**src/logic/pwm_timer_map.vh**
```
// register map, field positions and reset values of the pwm timer clock block
// assumes a byte-wide register port and a single 10 MHz system clock
// How it works
// read-only 12-bit count via high/low registers
// count clears on reset and mode entry
// count advances on prescaled timer clock
// overflow reloads zero, counting continues
// pwm wraps at period, capture at 0xFFF
// interrupt request on overflow and capture
// capture stores count on selected pin edge
// out a and strobe run in capture
// config register resets to 0x00
// timer clock source frozen while running
// pll enable writes ignored while running
// software waits pll lock before use
// pll divide field selects 1/2/4/8
// divide change applied at next overflow
// divide field reads last written value
// source select picks instruction or pll clock
// source select blocked without pll or running
// instruction clock from osc/2 or pll/8
// instruction select forced zero without pll
// instruction select changeable any time
// prescale field divides by 1 to 8
// prescale change applied at overflow
// prescale value n divides by n+1
// prescale divider restarts with counter
`ifndef PWM_TIMER_MAP_VH
`define PWM_TIMER_MAP_VH

// ****************************************
// register offsets
// ****************************************
`define CFG_ADDR        8'hA4
`define COUNT_LOW_ADDR  8'hB0
`define COUNT_HIGH_ADDR 8'hB1

// ****************************************
// config field positions
// ****************************************
`define CFG_PLL_EN_BIT  7
`define CFG_DIV_HI_BIT  6
`define CFG_DIV_LO_BIT  5
`define CFG_TSRC_BIT    4
`define CFG_ISRC_BIT    3
`define CFG_PS_HI_BIT   2
`define CFG_PS_LO_BIT   0

// ****************************************
// reset and limit values
// ****************************************
`define CFG_RESET       8'h00
`define COUNT_RESET     12'h000
`define COUNT_MAX       12'hFFF

`endif

```
**src/logic/pwm_timer_clock_prescale.v**
```verilog
// 12-bit pwm/capture timer core with its clock and prescale configuration
// assumes oscillator and pll rates arrive as one-cycle enables on clk_i and that
// mode, period and compare values come from a control block outside this one
//
// Chosen here: the strobed register port.
`timescale 1ns/1ns
`include "pwm_timer_map.vh"
module pwm_timer_clock_prescale #(
    parameter CW = 12
) (
    input  wire          clk_i,
    input  wire          rst_n_i,
    input  wire [7:0]    addr_i,
    input  wire [7:0]    wdata_i,
    input  wire          write_i,
    input  wire          read_i,
    output reg  [7:0]    rdata_o,
    input  wire          osc_tick_i,
    input  wire          pll_tick_i,
    input  wire          pwm_mode_i,
    input  wire          capture_mode_i,
    input  wire          capture_rising_i,
    input  wire          overflow_irq_en_i,
    input  wire          capture_irq_en_i,
    input  wire [CW-1:0] period_i,
    input  wire [CW-1:0] compare_a_i,
    input  wire [CW-1:0] compare_b_i,
    input  wire          half_bridge_out_b_or_capture_in_i,
    output reg           half_bridge_out_b_or_capture_in_o,
    output wire          half_bridge_out_b_or_capture_in_oe_o,
    output reg           half_bridge_out_a_o,
    output reg           converter_strobe_out_o,
    output reg  [CW-1:0] captured_value_o,
    output reg           timer_interrupt_o,
    output reg           instruction_clock_o,
    output wire          pll_enable_o,
    output wire          instruction_clock_source_select_o
);

    // ****************************************
    // configuration state
    // ****************************************
    reg          pll_enable_q;
    reg [1:0]    div_sw_q;
    reg [1:0]    div_act_q;
    reg          tsrc_q;
    reg          isrc_q;
    reg [2:0]    ps_sw_q;
    reg [2:0]    ps_act_q;
    reg          pll_enable_d;
    reg [1:0]    div_act_d;
    reg          tsrc_d;
    reg          isrc_d;
    reg [2:0]    ps_act_d;

    // ****************************************
    // timer state
    // ****************************************
    localparam ST_IDLE    = 3'b001;
    localparam ST_PWM     = 3'b010;
    localparam ST_CAPTURE = 3'b100;

    reg [2:0]    state_q;
    reg [2:0]    state_d;
    reg [CW-1:0] count_q;
    reg [CW-1:0] count_d;
    reg          pin_prev_q;
    reg          osc_half_q;
    reg [2:0]    pll_cnt_q;

    wire         running;
    wire         cfg_write;
    wire         restart;
    wire         fast_tick;
    wire         pll_div8_tick;
    wire         timer_tick;
    wire         count_tick;
    wire         wrap_point;
    wire         overflow;
    wire         pin_edge;
    wire         capture_event;
    wire [2:0]   fast_mask;

    // divide field code to a mask of low pll counter bits
    function [2:0] div_mask;
        input [1:0] code;
        begin
            case (code)
                2'b00:   div_mask = 3'h0;
                2'b01:   div_mask = 3'h1;
                2'b10:   div_mask = 3'h3;
                default: div_mask = 3'h7;
            endcase
        end
    endfunction

    // ****************************************
    // config byte fields
    // ****************************************
    // both fields are picked from a write and kept as a stored copy
    function [1:0] div_field;
        input [7:0] cfg;
        begin
            div_field = cfg[`CFG_DIV_HI_BIT:`CFG_DIV_LO_BIT];
        end
    endfunction

    function [2:0] ps_field;
        input [7:0] cfg;
        begin
            ps_field = cfg[`CFG_PS_HI_BIT:`CFG_PS_LO_BIT];
        end
    endfunction

    assign running   = (state_q != ST_IDLE);
    assign cfg_write = write_i && (addr_i == `CFG_ADDR);

    // ****************************************
    // mode sequencing
    // ****************************************
    always @* begin
        state_d = ST_IDLE;
        case (state_q)
            ST_IDLE: begin
                if (pwm_mode_i) begin
                    state_d = ST_PWM;
                end else if (capture_mode_i) begin
                    state_d = ST_CAPTURE;
                end
            end
            ST_PWM: begin
                if (pwm_mode_i) begin
                    state_d = ST_PWM;
                end else if (capture_mode_i) begin
                    state_d = ST_CAPTURE;
                end
            end
            ST_CAPTURE: begin
                if (capture_mode_i && !pwm_mode_i) begin
                    state_d = ST_CAPTURE;
                end else if (pwm_mode_i) begin
                    state_d = ST_PWM;
                end
            end
            default: state_d = ST_IDLE;
        endcase
    end

    // any change of mode restarts the count
    assign restart = (state_d != state_q);

    // ****************************************
    // clock sources
    // ****************************************
    // pll pulses only count while the pll runs; software owns the lock wait
    // no lock tracking here
    always @(posedge clk_i or negedge rst_n_i) begin
        if (!rst_n_i) begin
            pll_cnt_q  <= 3'h0;
            osc_half_q <= 1'b0;
        end else begin
            if (!pll_enable_q) begin
                pll_cnt_q <= 3'h0;
            end else if (pll_tick_i) begin
                pll_cnt_q <= pll_cnt_q + 3'h1;
            end
            if (osc_tick_i) begin
                osc_half_q <= ~osc_half_q;
            end
        end
    end

    // pll divide by 1, 2, 4 or 8
    assign fast_mask     = div_mask(div_act_q);
    assign fast_tick     = pll_enable_q && pll_tick_i && ((pll_cnt_q & fast_mask) == 3'h0);
    assign pll_div8_tick = pll_enable_q && pll_tick_i && (pll_cnt_q == 3'h0);

    // instruction clock from osc/2 or pll/8
    always @(posedge clk_i or negedge rst_n_i) begin
        if (!rst_n_i) begin
            instruction_clock_o <= 1'b0;
        end else if (isrc_q) begin
            // a source switch could set two pulses back to back; the guard
            // keeps every pulse one cycle long at no cost to the steady rate
            instruction_clock_o <= pll_div8_tick && !instruction_clock_o;
        end else begin
            instruction_clock_o <= osc_tick_i && osc_half_q && !instruction_clock_o;
        end
    end

    // timer clock source select
    assign timer_tick = tsrc_q ? fast_tick : instruction_clock_o;

    // prescaled timer clock drives the count
    // ratio 1 to 8
    prescale_divider #(
        .WIDTH     (3)
    ) u_prescale (
        .clk_i     (clk_i),
        .rst_n_i   (rst_n_i),
        .restart_i (restart || !running),
        .tick_i    (timer_tick),
        .ratio_i   (ps_act_q),
        .tick_o    (count_tick)
    );

    // ****************************************
    // counter
    // ****************************************
    // pwm wraps at period, capture at full scale
    assign wrap_point = (state_q == ST_PWM) ? (count_q == period_i) : (count_q == `COUNT_MAX);
    assign overflow   = running && !restart && count_tick && wrap_point;

    always @* begin
        count_d = count_q;
        if (restart || !running) begin
            count_d = `COUNT_RESET;
        // reload zero and keep counting
        end else if (overflow) begin
            count_d = `COUNT_RESET;
        end else if (count_tick) begin
            count_d = count_q + 12'h001;
        end
    end

    always @(posedge clk_i or negedge rst_n_i) begin
        if (!rst_n_i) begin
            state_q <= ST_IDLE;
            count_q <= `COUNT_RESET;
        end else begin
            state_q <= state_d;
            count_q <= count_d;
        end
    end

    // ****************************************
    // capture and outputs
    // ****************************************
    assign pin_edge = capture_rising_i ?
                      (half_bridge_out_b_or_capture_in_i && !pin_prev_q) :
                      (!half_bridge_out_b_or_capture_in_i && pin_prev_q);
    assign capture_event = (state_q == ST_CAPTURE) && !restart && pin_edge;

    // pin b only drives in pwm mode; in capture it is the trigger input
    assign half_bridge_out_b_or_capture_in_oe_o = (state_q == ST_PWM);

    always @(posedge clk_i or negedge rst_n_i) begin
        if (!rst_n_i) begin
            pin_prev_q                        <= 1'b0;
            captured_value_o                  <= `COUNT_RESET;
            timer_interrupt_o                 <= 1'b0;
            half_bridge_out_a_o               <= 1'b0;
            half_bridge_out_b_or_capture_in_o <= 1'b0;
            converter_strobe_out_o            <= 1'b0;
        end else begin
            pin_prev_q <= half_bridge_out_b_or_capture_in_i;
            // store count on selected edge
            if (capture_event) begin
                captured_value_o <= count_q;
            end
            // request on overflow and capture
            timer_interrupt_o <= (overflow && overflow_irq_en_i) ||
                                 (capture_event && capture_irq_en_i);
            // out a and strobe in both modes
            half_bridge_out_a_o    <= running && (count_q >= compare_a_i);
            converter_strobe_out_o <= running && (count_q >= compare_b_i);
            half_bridge_out_b_or_capture_in_o <= (state_q == ST_PWM) && (count_q >= compare_a_i);
        end
    end

    // ****************************************
    // configuration register
    // ****************************************
    always @* begin
        pll_enable_d = pll_enable_q;
        tsrc_d       = tsrc_q;
        isrc_d       = isrc_q;
        div_act_d    = div_act_q;
        ps_act_d     = ps_act_q;
        if (cfg_write) begin
            // pll enable frozen while running
            if (!running) begin
                pll_enable_d = wdata_i[`CFG_PLL_EN_BIT];
            end
            // source select frozen while running, set only with pll on
            if (!running && (pll_enable_d || !wdata_i[`CFG_TSRC_BIT])) begin
                tsrc_d = wdata_i[`CFG_TSRC_BIT];
            end
            // instruction select free, zero without pll
            isrc_d = pll_enable_d && wdata_i[`CFG_ISRC_BIT];
        end
        // stored fields take effect when idle or at overflow
        if (!running || overflow) begin
            div_act_d = cfg_write ? div_field(wdata_i) : div_sw_q;
            ps_act_d  = cfg_write ? ps_field(wdata_i) : ps_sw_q;
        end
    end

    // config resets to all zero
    always @(posedge clk_i or negedge rst_n_i) begin
        if (!rst_n_i) begin
            pll_enable_q <= 1'b0;
            div_sw_q     <= 2'h0;
            div_act_q    <= 2'h0;
            tsrc_q       <= 1'b0;
            isrc_q       <= 1'b0;
            ps_sw_q      <= 3'h0;
            ps_act_q     <= 3'h0;
        end else begin
            pll_enable_q <= pll_enable_d;
            tsrc_q       <= tsrc_d;
            isrc_q       <= isrc_d;
            div_act_q    <= div_act_d;
            ps_act_q     <= ps_act_d;
            // stored copies always take the write, even while running
            if (cfg_write) begin
                div_sw_q <= div_field(wdata_i);
                ps_sw_q  <= ps_field(wdata_i);
            end
        end
    end

    assign pll_enable_o                      = pll_enable_q;
    assign instruction_clock_source_select_o = isrc_q;

    // ****************************************
    // register read port
    // ****************************************
    always @(posedge clk_i or negedge rst_n_i) begin
        if (!rst_n_i) begin
            rdata_o <= 8'h00;
        end else if (read_i) begin
            case (addr_i)
                // fields read back as written
                `CFG_ADDR:        rdata_o <= {pll_enable_q, div_sw_q, tsrc_q, isrc_q, ps_sw_q};
                // read-only count halves
                `COUNT_LOW_ADDR:  rdata_o <= count_q[7:0];
                `COUNT_HIGH_ADDR: rdata_o <= {4'h0, count_q[11:8]};
                default:          rdata_o <= 8'h00;
            endcase
        end else begin
            rdata_o <= 8'h00;
        end
    end
endmodule // pwm_timer_clock_prescale

```
**src/logic/prescale_divider.v**
```verilog
// divides a timer clock enable by a programmable ratio of 1 to 8
// assumes tick_i is a one-cycle enable and ratio_i is stable between overflows
`timescale 1ns/1ns
module prescale_divider #(
    parameter WIDTH = 3
) (
    input  wire             clk_i,
    input  wire             rst_n_i,
    input  wire             restart_i,
    input  wire             tick_i,
    input  wire [WIDTH-1:0] ratio_i,
    output wire             tick_o
);
    reg [WIDTH-1:0] count_q;
    reg [WIDTH-1:0] count_d;

    // ratio n divides by n+1
    assign tick_o = tick_i && (count_q == ratio_i) && !restart_i;

    always @* begin
        count_d = count_q;
        // restart with the counter
        if (restart_i) begin
            count_d = {WIDTH{1'b0}};
        end else if (tick_i) begin
            if (count_q == ratio_i) begin
                count_d = {WIDTH{1'b0}};
            end else begin
                count_d = count_q + {{(WIDTH-1){1'b0}}, 1'b1};
            end
        end
    end

    always @(posedge clk_i or negedge rst_n_i) begin
        if (!rst_n_i) begin
            count_q <= {WIDTH{1'b0}};
        end else begin
            count_q <= count_d;
        end
    end
endmodule // prescale_divider

```
**config.mk**
```make
export PLATFORM = sky130hd
export DESIGN_NAME = pwm_timer_clock_prescale
export DESIGN_NICKNAME = d
export VERILOG_FILES = /design/src/logic/pwm_timer_clock_prescale.v /design/src/logic/prescale_divider.v
export VERILOG_INCLUDE_DIRS = /design/src /design/src/logic
export SDC_FILE = /design/constraint.sdc
export NUM_CORES = 1
export LEC_CHECK = 0
export BUFFER_PORTS_ARGS = -buffer_cell sky130_fd_sc_hd__buf_2
export CORE_MARGIN = 4
export CORE_UTILIZATION = 40
export CTS_CLUSTER_DIAMETER = 200
export DETAILED_ROUTE_END_ITERATION = 6
export HOLD_SLACK_MARGIN = 0.12
export MAX_ROUTING_LAYER = met4
export PLACE_DENSITY_LB_ADDON = 0.15
export SKIP_CTS_REPAIR_TIMING = 1
export SLEW_MARGIN = 5
export SYNTH_ARGS = -nofsm -noshare
export SYNTH_HDL_FRONTEND = slang
export SYNTH_HIERARCHICAL = 1
export SYNTH_SLANG_ARGS = --single-unit
```
**constraint.sdc**
```tcl
create_clock -name clk_i -period 5.1 [get_ports clk_i]
set_input_delay 0.255 -clock clk_i [delete_from_list [all_inputs] [get_ports clk_i]]
set_output_delay 0.255 -clock clk_i [all_outputs]
set_load 0.05 [all_outputs]
```
Yosys cells after proc, flatten, opt, wreduce, memory -nomap -nowiden
Index checks and enable logic that the tools add are counted.
{ "totals": {"out_inout_bits": 28, "word_cells": 108, "input_bits": 64, "regBits": 61} }
{ "classes": {"n_bitwise": 2, "n_reduce_logical": 43, "n_mux": 24, "order_cmp": 2, "addsub": 3, "eq_ne": 14} }
{ "ops": {"columns": ["op", "count"], "rows": [
  ["$mux 12", 3],
  ["$mux 3", 9],
  ["$eq 8x8->1 const B", 3],
  ["$ge 12x12->1", 2],
  ["$logic_and 1x1->1", 24],
  ["$pmux 8 s3", 1],
  ["$add 12x1->12 const B", 1],
  ["$eq 12x12->1", 1],
  ["$eq 12x12->1 const B", 1],
  ["$pmux 3 s3", 1],
  ["$logic_not 1->1", 8],
  ["$mux 8", 1],
  ["$add 3x1->3 const B", 2],
  ["$logic_not 3->1", 2],
  ["$mux 1", 6],
  ["$pmux 3 s2", 1],
  ["$logic_or 1x1->1", 4],
  ["$mux 2", 2],
  ["$and 3x3->3", 1],
  ["$eq 3x1->1 const B", 1],
  ["$eq 3x2->1 const B", 1],
  ["$eq 3x3->1", 1],
  ["$eq 3x3->1 const B", 1],
  ["$ne 3x1->1 const B", 1],
  ["other kinds (10)", 10]
]} }

Longest topological paths before layout
Gate-level depths: netlist of the first run.
{ "depth": {"ltp_word": 12, "mapped_depth": 11, "ltp_nobuf": 9} }

Hierarchy
Netlist of the first run, hierarchy kept.
{ "modules_own_cells": {"columns": ["module", "n_inst", "seq_area_each_um2", "cells_each", "area_per_inst_um2"], "rows": [
  ["pwm_timer_clock_prescale", 1, 1452.6, 339, 3636.0],
  ["prescale_divider", 1, 75.1, 21, 217.7]
]} }

Worst setup path before layout of the first run
OpenSTA, ideal clock, no wires.
{ "synth_timing": {"path_kind": "register to register", "start": "register state_q[2]", "end": "register, netlist name count_q[5]", "path_buffers": 3, "t_required_ps": 5021, "setup_time_ps": 79, "period_less_slack_ps": 2323, "slack_ps": 2777, "t_arrival_ps": 2244, "stages_incl_launch_ff": 12, "path_cell_list": "dfrtp_1 -> buf_6 -> buf_8 -> nand3b_1 -> a21oi_1 -> inv_1 -> and4b_1 -> nand2_1 -> a31oi_4 -> buf_6 -> nand4_1 -> mux2i_1"} }
{ "synth_rtl": {"columns": ["element", "line", "rtl"], "rows": [
  ["start, declared", "pwm_timer_clock_prescale.v:63", "reg [2:0] state_q;"],
  ["start signal, assigned", "pwm_timer_clock_prescale.v:231", "state_q <= state_d;"]
]} }

==> flow_metrics.py, run 1 <==
metrics = {
    "detailed_routing": {
        "ant_nets": 0,
        "wl_per_cell_um": 16.4,
        "drc": 3,
        "drt-initial-drc-count": 175,
        "detail_route.first_pass.iterations": 7,
        "viasPerCell": 5.21,
        "drt-total-wl_mm": 9.60,
        "vias": 3056,
    },
    "worst_setup_path": {
        "critPathLaunchType": "register",
        "cp-end-kind": "register",
        "reg2regPathDepth": 8,
        "critical_path_arrival_ns": 3.25,
        "setup.worst_path.start": "state_q[2]",
        "crit_type": "reg2reg",
        "worstPathRequired_ns": 5.37,
        "reg2reg_from": "state_q[2]",
        "crit_fanout": 19,
        "regToRegSetupSlack_ns": 2.11,
    },
    "floorplanning": {
        "rows": 35,
        "die_w_um": 106,
        "die_height_um": 106,
        "die_area_um2": 11300,
        "start_util_pct": 41.3,
        "coreArea_um2": 9330,
        "boundaryPins": 92,
    },
    "synthesis": {
        "muxShareOfSynthArea_pct": 8.86,
        "synth-adder-area-share_pct": 9.09,
        "synth_cell_type_count": 61,
        "synth_top_area_share_pct": 39.0,
        "syn_area_um2": 3850,
        "seq_area_frac_synth_pct": 39.6,
        "yosysWarnings": 6,
        "syn_inst": 360,
        "yosysMostFrequentCell": "dfrtp_1",
        "synth_async_sr_flop_share_pct": 100,
        "synth_edf_count": 0,
        "synth_top_family_by_area": "simple AND/OR/NAND/NOR gates",
        "ys_ff_latch": 61,
        "ys_top_cells_by_count": "60 x dfrtp_1, 36 x inv_1, 28 x ha_1",
        "synth-main-ff-cell": "dfrtp_1",
        "avgSynthCellArea_um2": 10.7,
        "syn_nets": 452,
        "synth_xor_area_share_pct": 4.77,
        "synth_compound_gate_area_share_pct": 11.5,
        "synth.area.top_cells": "dfrtp_1 39%, ha_1 9.1%, mux2_2 4.7%",
        "synth_largest_area_cell": "dfrtp_1",
        "synth_simple_gate_area_share_pct": 20.0,
    },
    "timing": {
        "slew_headroom_pct": 45.5,
        "fin_crit_ns": 2.99,
        "hold_ws_ns": 0.0608,
        "maxSlewViolCount": 0,
        "fin_setup_tns_ns": 0,
        "finalSetupViolCount": 0,
        "fmax_mhz": 335,
        "finalCritPeriodShare_pct": 58.6,
        "tightestPinTransition_ns": 0.818,
        "fin_worst_skew_ns": 0.0146,
        "hold_viol_final": 0,
        "rsz0062_at_grt": "no",
    },
    "power_and_ir_drop": {
        "power_leakage_nw": 2.42,
        "p_clk_share_pct": 40.2,
        "ir_worst_vdd_uv": 258,
        "switching_share_pct": 29.4,
        "sequentialPowerShare_pct": 40.2,
        "total_power_w": 0.00146,
        "combinationalPowerShare_pct": 19.6,
        "p_sw_w": 0.000430,
        "p_int_w": 0.00103,
        "powerDensity_nw_per_um2": 312,
    },
    "global_routing": {
        "grt_pass1_vias": 3075,
        "grt_use_total_pct": 18.0,
        "gr-total-overflow": 0,
        "grt_first_pass_wirelength_mm": 15.6,
        "grt_max_degree": 62,
        "antenna_found_initial": 0,
    },
    "clock_tree": {
        "root_buffer": "clkbuf_8",
        "clock-sinks": 61,
        "worstSkewPairLatency_ns": 0.35,
        "htree_levels": 3,
        "clockBufferDepth": 2,
        "cts_tree": "done",
        "cts_inserted_buffers": 9,
        "clk_pin_slew_ns": 0.08,
    },
    "layout": {
        "n_antenna_cell": 0,
        "fin_area_um2": 4680,
        "drive_gt1_share_pct": 32.5,
        "layout.nets": 545,
        "nFillCells": 883,
        "syn2layout_area_growth_pct": 21.5,
        "fin_cells": 587,
    },
    "worst_hold_path": {
        "hp-class": "in2async",
    },
    "run_status": {
        "violations": "DRC",
        "status": "complete, but fails checks",
    },
    "placement": {
        "post_dp_cell_area_um2": 4380,
        "dp_cells": 568,
        "place_congestion": 0.804,
        "dp_hpwl_mm": 6.98,
        "portBuffers": 91,
    },
    "flow_run": {
        "maxCapViolations": 0,
    },
}
[path summary, 6_finish.rpt]
path | to
max | count_q[2]
min | half_bridge_out_b_or_capture_in_o
max reg2reg | count_q[2]
min reg2reg | instruction_clock_o
max in group asynchronous | timer_interrupt_o
min in group clk_i | instruction_clock_source_select_o
[stage by stage]
step	util [%]	setup slack, ns
finish	50.2	2.11
global route	50.2	1.77
CTS	49.9	2.12
detailed placement	47.0	2.15
global placement	47.0	2.31
floorplan	-	2.78
[placed cells by master (no fill, tap or decap), types with 5 or more instances in the layout]
cell type  count
buf_2         91
dfrtp_1       60
inv_1         36
ha_1          28
nor2_1        22
mux2_2        16
a21oi_1       14
nand3_1       14
nand2_1       13
xor2_1        12
xnor2_1        9
nand4_1        9
clkbuf_8       9
a21o_1         8
o21ai_0        6
mux2_1         5
nor4b_4        5
nor4b_1        5
mux2_4         5
o21ai_1        5
[kinds of logic (layout without fill, tap and decap cells)]
| group | count (synthesis) | count (layout) |
|---|---|---|
| and+or+nand+nor | 110 | 110 |
| AOI/OAI and AO/OA | 61 | 61 |
| DFF | 61 | 61 |
| buffers and inverters | 50 | 148 |
| muxes | 29 | 29 |
| adders and majority gates | 28 | 28 |
| xor gates and xnor gates | 21 | 21 |
[metal layers]
layer / part of all wire (%) / global-route usage, %
met5: 0 / -
met4: 1.4 / 5.46
met3: 5.4 / 4.01
met2: 47 / 28.5
met1: 46 / 23.3
[power by group through the flow]
stage / registers [W] / logic, W / clock network, W
after global routing: 0.000595 / 0.000314 / 0.000618
final: 0.000587 / 0.000287 / 0.000588
after floorplan: 0.000549 / 0.000273 / 0
after global placement: 0.000593 / 0.000283 / 0
after CTS: 0.000587 / 0.000288 / 0.000599
after detailed placement: 0.000597 / 0.000287 / 0
[layout make-up]
| cell class | count | area, um2 | area share, % |
|---|---|---|---|
| multi-input combinational | 249 | 2090 | 44.6 |
| timing repair buffer | 96 | 500 | 10.7 |
| clock inverter | 7 | 146 | 3.13 |
| tap | 129 | 161 | 3.45 |
| inverter | 36 | 135 | 2.89 |
| sequential | 61 | 1530 | 32.6 |
| clock buffer | 9 | 124 | 2.64 |
[critical path, cell delays in order (launching register included)]
cell,delay (ns)
dfrtp_1,0.88
nand4bb_1,0.21
a21oi_1,0.32
inv_1,0.18
and4b_1,0.35
nand2_1,0.17
a31oi_4,0.49
a21oi_1,0.14
mux2i_1,0.17
[sequential cells by signal (all words and copies together) (netlist names), 2 cells and up]
| name | count |
|---|---|
| captured_value_o | 12 |
| count_q | 12 |
| div_act_q | 2 |
| div_sw_q | 2 |
| pll_cnt_q | 3 |
| ps_act_q | 3 |
| ps_sw_q | 3 |
| rdata_o | 8 |
| state_q | 3 |
| u_prescale/count_q | 3 |
Note: power is estimated with default switching activity, not from simulation.
==> run 2, diff against run 1 <==
- clock period: 5.1 -> 2.9 ns (I/O delays scaled with it)
==> run 2 against run 1 <==
  * Highest routed layer unchanged
  * Clock-buffer cell count increased by 1
  * Fmax increased by 15%
  * Non-clock buffer count increased by 22
  * Register-to-register slack got worse by 1.8 ns
  * Power increased by 58%
  * The run now ends clean
  * Combinational power increased by 97%
  * Worst hold slack improved by 0.14 ns
  * Largest cell class unchanged
  * Die area unchanged
  * Clock power increased by 26%
  * Critical path depth decreased by 1
  * Critical endpoint is now div_act_q[0]
  * Wire length increased by 0.40%
==> flow_metrics.py, run 2 (synthesis results as in run 1) <==
metrics = {
    "worst_setup_path": {
        "cpPeakStageDelay_ns": 0.52,
        "critical_path_arrival_ns": 2.83,
        "cp-end-kind": "register",
        "crit_fanout": 17,
        "crit_type": "reg2reg",
        "reg2regPathDepth": 7,
        "worstPathRequired_ns": 3.12,
        "critPathSlowestCell": "dfrtp_1",
        "critPathLaunchType": "register",
        "crit_chain": "nand4bb_1, a21oi_1, inv_1, and4b_1, nand2_1, o21ai_4, mux2_4",
    },
    "timing": {
        "finalCritPeriodShare_pct": 89.9,
        "fin_worst_skew_ns": 0.0110,
        "hold_ws_ns": 0.198,
        "slew_headroom_pct": 48.7,
        "hold_viol_final": 0,
        "fin_crit_ns": 2.61,
        "maxSlewViolCount": 0,
        "tightestPinTransition_ns": 0.768,
        "fin_setup_tns_ns": 0,
        "fmax_mhz": 384,
        "finalSetupViolCount": 0,
        "rsz0062_at_grt": "no",
    },
    "floorplanning": {
        "coreArea_um2": 9330,
        "die_height_um": 106,
        "boundaryPins": 92,
        "start_util_pct": 41.3,
        "rows": 35,
        "die_w_um": 106,
        "die_area_um2": 11300,
    },
    "layout": {
        "fin_util_pct": 51.5,
        "layout_common_cells": "91 x buf_2, 60 x dfrtp_1, 36 x inv_1, 28 x ha_1, 22 x nor2_1",
        "syn2layout_area_growth_pct": 24.6,
        "n_antenna_cell": 0,
        "final_common_cell": "buf_2",
        "reg.largest.list": "captured_value_o x12, count_q x12, rdata_o x8",
        "drive_gt1_share_pct": 32.7,
        "layout.nets": 567,
        "fin_cells": 609,
    },
    "global_routing": {
        "use_met1_pct": 23.8,
        "grt_use_met2_pct": 27.2,
        "grt_use_total_pct": 17.6,
        "grt_max_degree": 24,
        "gr-total-overflow": 0,
        "grt_first_pass_wirelength_mm": 15.3,
        "busiest_layer": "met2",
        "use_met3_pct": 3.95,
        "antenna_found_initial": 0,
        "grt_pass1_vias": 3120,
    },
    "placement": {
        "place_congestion": 0.796,
        "dp_cells": 574,
        "dp_hpwl_mm": 7.20,
        "portBuffers": 91,
    },
    "power_and_ir_drop": {
        "ir_worst_vdd_uv": 417,
        "powerDensity_nw_per_um2": 482,
        "total_power_w": 0.00231,
        "power_leakage_nw": 2.48,
    },
    "clock_tree": {
        "cts_inserted_buffers": 9,
        "cts_tree": "done",
        "clockBufferDepth": 2,
        "htree_levels": 3,
        "clk_pin_slew_ns": 0.07,
        "clock-sinks": 61,
        "worstSkewPairLatency_ns": 0.34,
        "root_buffer": "clkbuf_8",
    },
    "worst_hold_path": {
        "hold_depth": 3,
        "hp-class": "in2reg",
    },
    "run_status": {
        "status": "complete, no violations",
    },
    "detailed_routing": {
        "drc": 0,
        "viasPerCell": 5.18,
        "wl_per_cell_um": 15.8,
        "vias": 3155,
        "ant_nets": 0,
        "drt-initial-drc-count": 207,
        "detail_route.first_pass.iterations": 5,
        "drt-total-wl_mm": 9.64,
    },
    "flow_run": {
        "maxCapViolations": 0,
    },
}
==> run 2: cell types whose count changed in the layout (fill, tap and decap cells not counted), sizes merged <==
cell	before	now
clkinv	2	3
buf	93	102
clkbuf	9	10
bufinv	4	1
clkinvlp	0	2
inv	37	36
dlygate4sd3	3	16
==> run 2: per-layer routing <==
layer  up-vias  share of wire, %
met3        13               6.7
met2       120                45
met5         -                 0
met1      1494                47
met4         0               1.3
li1       1528                 -
==> run 2: metrics by stage <==
stage	worst slack, ns	area [um2]
after global placement	0.362	4430
after detailed placement	0.235	4430
final	0.294	4800
after CTS	0.220	4620
after global routing	0.109	4800
after floorplan	0.577	3850
==> run 2: power breakdown <==
| part | leakage (nW) | switching (W) | internal [W] | total (W) |
|---|---|---|---|---|
| clock network | 0.0923 | 0.000344 | 0.000395 | 0.000739 |
| logic | 1.55 | 0.000286 | 0.000279 | 0.000565 |
| registers | 0.840 | 0.000105 | 0.000905 | 0.00101 |
| total | 2.48 | 0.000734 | 0.00158 | 0.00231 |
==> run 2: critical path, delay by kind of cell, from the launching register on <==
kind | cells | cell delay [ns]
AND/OR/NAND/NOR | 3 | 0.82
AO/OA/AOI/OAI | 2 | 0.64
flip-flops | 1 | 0.52
multiplexers | 1 | 0.33
buffers and inverters | 1 | 0.18
==> run 2: area by class of cell <==
class	count	area [um2]
Inverter	36	135
Clock buffer	10	128
Fill cell	860	4530
Multi-Input combinational cell	249	2090
Clock inverter	6	63.8
Sequential cell	61	1530
Timing Repair Buffer	118	698
Tap cell	129	161
==> run 2: path summary, 6_finish.rpt <==
kind                       slack (ns)                 from                                 to
setup / recovery                 0.29           state_q[1]                       div_act_q[0]
max in group asynchronous        1.91              rst_n_i                         state_q[0]
hold reg to reg                  0.45  instruction_clock_o                instruction_clock_o
setup reg to reg                 0.29           state_q[1]                       div_act_q[0]
hold / removal                   0.20           pll_tick_i                       pll_cnt_q[0]
min in group asynchronous        0.28              rst_n_i  half_bridge_out_b_or_capture_in_o
